## src/include/adccfg_pkg.sv

```systemverilog
// Package for the ADC mode configuration port: register map and field layout
package adccfg_pkg;
    // ======================================================================
    // Register addresses (7-bit)
    localparam logic [6:0] ADDR_SOFT_RESET_CONTROL  = 7'h00;
    localparam logic [6:0] ADDR_POWER_DOWN_CONTROL  = 7'h01;
    localparam logic [6:0] ADDR_OUTPUT_CLOCK_TIMING = 7'h02;
    // ======================================================================
    // Field positions
    localparam int SOFT_RESET_BIT   = 7;
    localparam int PD_SLEEP_BIT     = 3;
    localparam int PD_NAP_BIT       = 2;
    localparam int TM_INVERT_BIT    = 3;
    localparam int TM_PHASE_HI      = 2;
    localparam int TM_PHASE_LO      = 1;
    localparam int TM_DCS_BIT       = 0;
    localparam logic [7:0] USED_MASK = 8'h0F;
    // ======================================================================
    // Reset values and frame layout
    localparam logic [7:0] REG_RESET_VALUE = 8'h00;
    localparam int         WORD_BITS       = 16;
    localparam logic [4:0] WORD_BITS_CNT   = 5'h10;
    localparam logic [4:0] DATA_START_CNT  = 5'h08;
    localparam logic [1:0] DRIVE_FULL      = 2'h0;
    localparam logic [1:0] DRIVE_HALF      = 2'h1;
    localparam logic [1:0] DRIVE_FROM_REG  = 2'h2;
    // ======================================================================
    // Synchroniser reset levels: an idle serial bus
    localparam logic       SYNC_IDLE_SEL   = 1'b0;
    localparam logic       SYNC_IDLE_CS_B  = 1'b1;
    localparam logic       SYNC_IDLE_SCK   = 1'b0;
    localparam logic       SYNC_IDLE_SDI   = 1'b0;
endpackage : adccfg_pkg

```

## src/rtl/adccfg_port.sv

```systemverilog
// ADC mode configuration port: parallel straps or serial register access
`timescale 1ns/1ps
`default_nettype none

// ======================================================================
// Two-flop synchroniser for one asynchronous pin
module adccfg_sync2 #(
    parameter logic RESET_LEVEL = 1'b0
) (
    input  wire logic i_clk,
    input  wire logic i_rst_b,
    input  wire logic i_pin,
    output logic      o_level
);
    logic stage_a;
    logic next_stage_a;
    logic next_level;

    always_comb begin
        next_stage_a = i_pin;
        next_level   = stage_a;
    end

    // Only the second stage leaves; the first may be metastable
    always_ff @(posedge i_clk) begin
        if (!i_rst_b) begin
            stage_a <= RESET_LEVEL;
            o_level <= RESET_LEVEL;
        end else begin
            stage_a <= next_stage_a;
            o_level <= next_level;
        end
    end

endmodule : adccfg_sync2

module adccfg_port
    import adccfg_pkg::*;
(
    input  wire logic       i_clk,
    input  wire logic       i_rst_b,
    input  wire logic       i_interface_select,
    input  wire logic       i_cs_b,
    input  wire logic       i_sck,
    input  wire logic       i_sdi,
    output logic            o_sdo,
    output logic            o_sdo_oe,
    output logic            o_sleep,
    output logic            o_nap,
    output logic            o_duty_cycle_stabilizer,
    output logic            o_out_clock_invert,
    output logic [1:0]      o_out_clock_phase,
    output logic [1:0]      o_drive_select
);
    import adccfg_pkg::*;

    // ======================================================================
    // Pin synchronisers: two stages before any logic reads a pin
    // Both stages reset to an idle bus, so no false frame or edge follows
    logic       sel_s;
    logic       cs_b_s;
    logic       sck_s;
    logic       sdi_s;
    logic       sck_prev;
    logic       next_sck_prev;

    adccfg_sync2 #(
        .RESET_LEVEL (SYNC_IDLE_SEL)
    ) i_sync_select (
        .i_clk       (i_clk),
        .i_rst_b     (i_rst_b),
        .i_pin       (i_interface_select),
        .o_level     (sel_s)
    );

    adccfg_sync2 #(
        .RESET_LEVEL (SYNC_IDLE_CS_B)
    ) i_sync_cs_b (
        .i_clk       (i_clk),
        .i_rst_b     (i_rst_b),
        .i_pin       (i_cs_b),
        .o_level     (cs_b_s)
    );

    adccfg_sync2 #(
        .RESET_LEVEL (SYNC_IDLE_SCK)
    ) i_sync_sck (
        .i_clk       (i_clk),
        .i_rst_b     (i_rst_b),
        .i_pin       (i_sck),
        .o_level     (sck_s)
    );

    adccfg_sync2 #(
        .RESET_LEVEL (SYNC_IDLE_SDI)
    ) i_sync_sdi (
        .i_clk       (i_clk),
        .i_rst_b     (i_rst_b),
        .i_pin       (i_sdi),
        .o_level     (sdi_s)
    );

    always_comb begin
        next_sck_prev = sck_s;
    end

    always_ff @(posedge i_clk) begin
        if (!i_rst_b) begin
            sck_prev <= SYNC_IDLE_SCK;
        end else begin
            sck_prev <= next_sck_prev;
        end
    end

    logic serial_mode;
    logic active;
    logic sck_rise;
    logic sck_fall;

    assign serial_mode = !sel_s;
    assign active      = serial_mode && !cs_b_s;
    assign sck_rise    = active && sck_s && !sck_prev;
    assign sck_fall    = active && !sck_s && sck_prev;

    // ======================================================================
    // Serial frame engine
    logic [4:0]  bit_cnt;
    logic [14:0] shift_in;
    logic [7:0]  rd_shift;
    logic        sdo_low;
    logic [7:0]  pwr_reg;
    logic [7:0]  tim_reg;
    logic        rd_cmd;

    logic [4:0]  next_bit_cnt;
    logic [14:0] next_shift_in;
    logic [7:0]  next_rd_shift;
    logic        next_sdo_low;
    logic [7:0]  next_pwr_reg;
    logic [7:0]  next_tim_reg;
    logic        next_rd_cmd;

    logic        rd_flag;
    logic [6:0]  addr_now;
    logic [7:0]  data_now;
    logic [7:0]  rd_value;

    // The flag's place in the shifter moves each bit, so hold a copy
    assign rd_flag  = rd_cmd;
    assign addr_now = {shift_in[5:0], sdi_s};
    assign data_now = {shift_in[6:0], sdi_s};

    always_comb begin
        case (addr_now)
            ADDR_POWER_DOWN_CONTROL:  rd_value = pwr_reg & USED_MASK;
            ADDR_OUTPUT_CLOCK_TIMING: rd_value = tim_reg & USED_MASK;
            default:                  rd_value = REG_RESET_VALUE;
        endcase
    end

    always_comb begin
        next_bit_cnt  = bit_cnt;
        next_shift_in = shift_in;
        next_rd_shift = rd_shift;
        next_sdo_low  = sdo_low;
        next_pwr_reg  = pwr_reg;
        next_tim_reg  = tim_reg;
        next_rd_cmd   = rd_cmd;
        if (!active) begin
            next_bit_cnt = 5'h00;
            next_sdo_low = 1'b0;
            next_rd_cmd  = 1'b0;
        end else begin
            if (sck_rise && bit_cnt < WORD_BITS_CNT) begin
                next_bit_cnt  = bit_cnt + 5'h01;
                next_shift_in = {shift_in[13:0], sdi_s};
                if (bit_cnt == 5'h00) begin
                    next_rd_cmd = sdi_s;
                end
                // Address complete after eighth bit: latch readback
                if (bit_cnt == DATA_START_CNT - 5'h01) begin
                    next_rd_shift = rd_value;
                end
                if (bit_cnt == WORD_BITS_CNT - 5'h01 && !rd_flag) begin
                    // Word complete: write the addressed register
                    case (shift_in[13:7])
                        ADDR_SOFT_RESET_CONTROL: begin
                            if (data_now[SOFT_RESET_BIT]) begin
                                next_pwr_reg = REG_RESET_VALUE;
                                next_tim_reg = REG_RESET_VALUE;
                            end
                        end
                        ADDR_POWER_DOWN_CONTROL:
                            next_pwr_reg = data_now & USED_MASK;
                        ADDR_OUTPUT_CLOCK_TIMING:
                            next_tim_reg = data_now & USED_MASK;
                        default: ;
                    endcase
                end
            end
            // Readback bits change on falling edges, MSB first
            if (sck_fall && rd_flag && bit_cnt >= DATA_START_CNT
                && bit_cnt < WORD_BITS_CNT) begin
                next_sdo_low  = !rd_shift[7];
                next_rd_shift = {rd_shift[6:0], 1'b0};
            end
            if (sck_fall && bit_cnt >= WORD_BITS_CNT) begin
                next_sdo_low = 1'b0;
            end
        end
    end

    always_ff @(posedge i_clk) begin
        if (!i_rst_b) begin
            bit_cnt  <= 5'h00;
            shift_in <= 15'h0000;
            rd_shift <= 8'h00;
            sdo_low  <= 1'b0;
            pwr_reg  <= REG_RESET_VALUE;
            tim_reg  <= REG_RESET_VALUE;
            rd_cmd   <= 1'b0;
        end else begin
            bit_cnt  <= next_bit_cnt;
            shift_in <= next_shift_in;
            rd_shift <= next_rd_shift;
            sdo_low  <= next_sdo_low;
            pwr_reg  <= next_pwr_reg;
            tim_reg  <= next_tim_reg;
            rd_cmd   <= next_rd_cmd;
        end
    end

    // ======================================================================
    // Mode outputs; parallel mode reads the synchronised pins directly
    logic       next_sleep;
    logic       next_nap;
    logic       next_dcs;
    logic       next_inv;
    logic [1:0] next_phase;
    logic [1:0] next_drive;

    always_comb begin
        if (!serial_mode) begin
            next_dcs   = cs_b_s;
            next_sleep = sck_s;
            next_nap   = 1'b0;
            next_drive = sdi_s ? DRIVE_HALF : DRIVE_FULL;
            next_inv   = 1'b0;
            next_phase = 2'h0;
        end else begin
            next_dcs   = tim_reg[TM_DCS_BIT];
            next_sleep = pwr_reg[PD_SLEEP_BIT];
            next_nap   = pwr_reg[PD_NAP_BIT];
            // Drive current lives in a register outside this block
            next_drive = DRIVE_FROM_REG;
            next_inv   = tim_reg[TM_INVERT_BIT];
            next_phase = tim_reg[TM_PHASE_HI:TM_PHASE_LO];
        end
    end

    always_ff @(posedge i_clk) begin
        if (!i_rst_b) begin
            o_sleep                 <= 1'b0;
            o_nap                   <= 1'b0;
            o_duty_cycle_stabilizer <= 1'b0;
            o_out_clock_invert      <= 1'b0;
            o_out_clock_phase       <= 2'h0;
            o_drive_select          <= DRIVE_FULL;
        end else begin
            o_sleep                 <= next_sleep;
            o_nap                   <= next_nap;
            o_duty_cycle_stabilizer <= next_dcs;
            o_out_clock_invert      <= next_inv;
            o_out_clock_phase       <= next_phase;
            o_drive_select          <= next_drive;
        end
    end

    // ======================================================================
    // Open drain: output level is always low, enable pulls the line
    assign o_sdo    = 1'b0;
    assign o_sdo_oe = sdo_low && active;

endmodule : adccfg_port

`default_nettype wire

```

## config.mk

```make
export PLATFORM = sky130hd
export DESIGN_NAME = adccfg_port
export DESIGN_NICKNAME = d
export VERILOG_FILES = /design/src/include/adccfg_pkg.sv /design/src/rtl/adccfg_port.sv
export SDC_FILE = /design/constraint.sdc
export NUM_CORES = 1
export LEC_CHECK = 0
export ABC_AREA = 1
export BUFFER_PORTS_ARGS = -buffer_cell sky130_fd_sc_hd__buf_2
export CAP_MARGIN = 20
export CORE_UTILIZATION = 59
export CTS_CLUSTER_SIZE = 30
export DETAILED_ROUTE_END_ITERATION = 6
export GPL_TIMING_DRIVEN = 0
export PLACE_DENSITY_LB_ADDON = 0.08
export SYNTH_ARGS = -nofsm -noshare
export SYNTH_HDL_FRONTEND = slang
export SYNTH_SLANG_ARGS = --single-unit
```

## constraint.sdc

```tcl
create_clock -name i_clk -period 1.9 [get_ports i_clk]
set_clock_uncertainty 0.2 [all_clocks]
set_input_delay 0.19 -clock i_clk [delete_from_list [all_inputs] [get_ports i_clk]]
set_output_delay 0.19 -clock i_clk [all_outputs]
set_load 0.005 [all_outputs]
```

==> flow_results.xml <==
<?xml version="1.0" encoding="UTF-8"?>
<metrics>
  <group name="detailed_routing">
    <metric name="drt_pass1_iterations" unit="">4</metric>
    <metric name="vias" unit="">1988</metric>
    <metric name="post_dr_vias_cell" unit="">5.25</metric>
    <metric name="detail_route.iter0.violations" unit="">122</metric>
    <metric name="drc_errors" unit="">0</metric>
    <metric name="drtAntennaViolNets" unit="">0</metric>
    <metric name="routed_wirelength" unit="um">4730</metric>
    <metric name="post_drt_wl_per_cell" unit="um">12.5</metric>
  </group>
  <group name="synth">
    <metric name="yosys-top-cells-area" unit="">sky130_fd_sc_hd__dfxtp_1 47%, sky130_fd_sc_hd__nand2_1 8.9%, sky130_fd_sc_hd__a21oi_1 6.8%</metric>
    <metric name="count_of_flip_flops_with_a_built_in_enable_after_synthesis" unit="">0</metric>
    <metric name="netlist_top_cells_count" unit="">54 x sky130_fd_sc_hd__dfxtp_1, 54 x sky130_fd_sc_hd__nand2_1, 41 x sky130_fd_sc_hd__inv_1</metric>
    <metric name="synthDistinctLibCells" unit="">29</metric>
    <metric name="ys_seq_area_share" unit="%">47.3</metric>
    <metric name="netlist.top_cell.by_area" unit="">sky130_fd_sc_hd__dfxtp_1</metric>
    <metric name="ys_seq_elements" unit="">54</metric>
    <metric name="synth_warn" unit="">0</metric>
    <metric name="avgSynthCellArea" unit="um^2">7.62</metric>
    <metric name="share_of_flip_flops_with_an_asynchronous_set_or_reset" unit="%">0</metric>
    <metric name="synthCells" unit="">300</metric>
    <metric name="syn-cell-area" unit="um^2">2290</metric>
    <metric name="leading_register_cell_type_out_of_synthesis" unit="">sky130_fd_sc_hd__dfxtp_1</metric>
    <metric name="synthDominantCellAreaShare" unit="%">47.3</metric>
    <metric name="synth.net_count" unit="">309</metric>
  </group>
  <group name="grt">
    <metric name="grtUsageMet2" unit="%">42.0</metric>
    <metric name="grt_first_pass_wirelength" unit="um">7660</metric>
    <metric name="groute.layer.met3.usage" unit="%">5.89</metric>
    <metric name="grt_pass1_vias" unit="">1787</metric>
    <metric name="gr-max-usage-layer" unit="">met2</metric>
    <metric name="use_met1" unit="%">28.9</metric>
    <metric name="overflow" unit="">0</metric>
    <metric name="antenna_violations_before_repair" unit="">0</metric>
    <metric name="global_route.usage.total" unit="%">24.7</metric>
    <metric name="grt_max_degree" unit="">20</metric>
  </group>
  <group name="hold_path">
    <metric name="holdPathStages" unit="">2</metric>
    <metric name="class_of_the_most_critical_hold_timing_path" unit="">register to register</metric>
    <metric name="hold_path_start" unit="">i_sync_sck.next_level</metric>
  </group>
  <group name="clocking">
    <metric name="clk_latency" unit="ns">0.32</metric>
    <metric name="clkTransAtPathRegs" unit="ns">0.11</metric>
    <metric name="clock_sinks" unit="">54</metric>
    <metric name="cts_tree" unit="">built</metric>
    <metric name="cts_made_buffers" unit="">5</metric>
    <metric name="cts_buffer_depth" unit="">2</metric>
    <metric name="htree_num_levels" unit="">2</metric>
    <metric name="cts.root.buffer_cell" unit="">sky130_fd_sc_hd__clkbuf_8</metric>
  </group>
  <group name="setup_path">
    <metric name="critPathTopFamily" unit="">simple AND/OR/NAND/NOR gates</metric>
    <metric name="worstPathArrival" unit="ns">1.78</metric>
    <metric name="start_kind" unit="">register</metric>
    <metric name="worst-path-max-fanout" unit="">8</metric>
    <metric name="worstRegToRegCells" unit="">9</metric>
    <metric name="r2r_setup_slack" unit="ns">0.11</metric>
    <metric name="worst-endpoint-required" unit="ns">1.89</metric>
    <metric name="crit_path_end_kind" unit="">register</metric>
    <metric name="cp_common_cell" unit="">sky130_fd_sc_hd__nand2_2</metric>
    <metric name="timing.setup.critical_path_class" unit="">register to register</metric>
    <metric name="critPathSlowestCell" unit="">sky130_fd_sc_hd__dfxtp_4</metric>
    <metric name="crit_start" unit="">bit_cnt[1]</metric>
    <metric name="worst-path-buf-inv" unit="">0</metric>
    <metric name="cp_num_cells" unit="">9</metric>
    <metric name="crit_path_max_incr_delay" unit="ns">0.37</metric>
    <metric name="cp_cell_sequence" unit="">ha_4 -&gt; nand2_2 -&gt; nor2_2 -&gt; ha_2 -&gt; nand2_2 -&gt; nor2_4 -&gt; nand3_2 -&gt; nand2_1 -&gt; a21oi_1</metric>
    <metric name="crit-reg2reg-launch" unit="">bit_cnt[1]</metric>
  </group>
  <group name="timing">
    <metric name="timing_max_transition_violations_final" unit="">0</metric>
    <metric name="number_of_endpoints_failing_setup_at_the_final_stage" unit="">0</metric>
    <metric name="worst_pin_slew" unit="ns">0.509</metric>
    <metric name="fin_crit" unit="ns">1.79</metric>
    <metric name="hold_violations" unit="">0</metric>
    <metric name="fmaxAchievable" unit="MHz">560</metric>
    <metric name="timing.final.crit_share" unit="%">94.0</metric>
    <metric name="finalWorstSetupSlack" unit="ns">0.114</metric>
    <metric name="max_slew_margin" unit="%">66.0</metric>
  </group>
  <group name="cells_and_area">
    <metric name="largest_register_ff_count" unit="">14</metric>
    <metric name="area_growth_syn_to_layout" unit="%">15.5</metric>
    <metric name="stdcell_area" unit="um^2">2640</metric>
    <metric name="drive_above_1_share" unit="%">17.2</metric>
    <metric name="nFillCells" unit="">309</metric>
    <metric name="num-nets-final" unit="">339</metric>
    <metric name="largestRegisters" unit="">shift_in x14, rd_shift x8, bit_cnt x5</metric>
    <metric name="top_register_by_number_of_flip_flops" unit="">shift_in</metric>
    <metric name="diodes" unit="">0</metric>
    <metric name="stdcell_count" unit="">379</metric>
  </group>
  <group name="power">
    <metric name="p_total" unit="mW">1.94</metric>
    <metric name="peakVddDrop" unit="mV">0.675</metric>
    <metric name="power.density" unit="nW/um^2">733</metric>
    <metric name="p_leak" unit="nW">1.11</metric>
  </group>
  <group name="floorplanning">
    <metric name="chipWidth" unit="um">64.3</metric>
    <metric name="die_h" unit="um">64.3</metric>
    <metric name="fp.dieArea" unit="um^2">4130</metric>
    <metric name="io_pins" unit="">16</metric>
    <metric name="start_util" unit="%">62.0</metric>
    <metric name="placement_rows" unit="">22</metric>
    <metric name="fp.coreArea" unit="um^2">3690</metric>
  </group>
  <group name="place">
    <metric name="placedInstanceArea" unit="um^2">2410</metric>
    <metric name="place.detailed.instances" unit="">361</metric>
    <metric name="port_buffers" unit="">13</metric>
    <metric name="hpwlAfterDp" unit="um">3220</metric>
    <metric name="gp_congestion" unit="">0.790</metric>
    <metric name="dpl_worst_slack" unit="ns">0.00454</metric>
  </group>
  <group name="outcome">
    <metric name="outcome" unit="">completed</metric>
  </group>
  <group name="run">
    <metric name="cap_viol_max_count" unit="">0</metric>
  </group>
</metrics>
==> worst register-to-register path, cell delays in order (launching register included) <==
cell and delay (ns):
sky130_fd_sc_hd__dfxtp_4 0.37, sky130_fd_sc_hd__ha_4 0.14, sky130_fd_sc_hd__nand2_2 0.06, sky130_fd_sc_hd__nor2_2 0.11, sky130_fd_sc_hd__ha_2 0.17, sky130_fd_sc_hd__nand2_2 0.07
sky130_fd_sc_hd__nor2_4 0.24, sky130_fd_sc_hd__nand3_2 0.15, sky130_fd_sc_hd__nand2_1 0.09, sky130_fd_sc_hd__a21oi_1 0.06
==> cells by family (layout without fill, tap and decap cells) <==
group                    after synthesis  count (layout)  share of synthesized area [%]
AO/OA/AOI/OAI                         52              52                           11.4
adder cells (fa/ha/maj)                3               3                           1.64
buffers and inverters                 54              85                           9.63
flip-flops                            54              54                           47.3
other                                  1               1                          0.164
AND/OR/NAND/NOR                      136             136                           29.9
==> path summary, 6_finish.rpt <==
kind	to
min	i_sync_sck.o_level
min reg2reg	i_sync_sck.o_level
max reg2reg	pwr_reg[3]
max	pwr_reg[3]
==> stage by stage <==
step | util [%] | TNS, ns | hold WS, ns
finish | 71.6 | 0 | 0.227
global route | 71.6 | -0.0390 | 0.235
CTS | 69.4 | 0 | 0.225
global placement | 65.4 | 0 | 0.171
floorplan | - | 0 | 0.0876
detailed placement | 65.4 | 0 | 0.182
==> area by class of cell <==
type / instances / area (um^2) / area share, %
tap: 48 / 60.1 / 2.27
timing repair buffer: 23 / 160 / 6.06
clock buffer: 5 / 68.8 / 2.60
buffer: 9 / 51.3 / 1.94
clock inverter: 3 / 28.8 / 1.09
inverter: 45 / 169 / 6.39
sequential: 54 / 1090 / 41.1
multi-input combinational: 192 / 1020 / 38.5
==> power breakdown <==
part / leakage (nW) / switching (mW) / internal [mW] / total, mW
combinational: 0.619 / 0.0558 / 0.0318 / 0.0876
sequential: 0.439 / 0.0101 / 1.14 / 1.15
clock: 0.0506 / 0.419 / 0.276 / 0.695
==> metal layers <==
metal	wire length [um]	vias to the layer above
met1	2200	910
li1	-	1023
met2	2220	45
met4	100	0
met3	209	10
met5	0	-
==> what timing repair did <==
item	CTS	global route
hold buffers	5	0
setup endpoints to repair	6	8
endpoints found under the hold margin	7	0
resized for setup	0	13
setup buffers	0	5
pin swaps	1	7
==> placed cells by master (no fill, tap or decap), types with 3 or more instances in the layout <==
cell type and instances:
sky130_fd_sc_hd__nand2_1 52, sky130_fd_sc_hd__nand3_2 4, sky130_fd_sc_hd__dfxtp_1 52, sky130_fd_sc_hd__nand2_2 3, sky130_fd_sc_hd__inv_1 41, sky130_fd_sc_hd__dlygate4sd3_1 5, sky130_fd_sc_hd__buf_2 15, sky130_fd_sc_hd__a21oi_1 31
sky130_fd_sc_hd__nor2_4 3, sky130_fd_sc_hd__nand4_1 8, sky130_fd_sc_hd__clkbuf_1 4, sky130_fd_sc_hd__clkbuf_8 5, sky130_fd_sc_hd__nor2_1 24, sky130_fd_sc_hd__buf_6 3, sky130_fd_sc_hd__buf_4 5, sky130_fd_sc_hd__nor2_2 3
sky130_fd_sc_hd__nand3_1 29, sky130_fd_sc_hd__inv_2 3, sky130_fd_sc_hd__o21ai_0 20
Note: power is estimated with default switching activity, not from simulation.
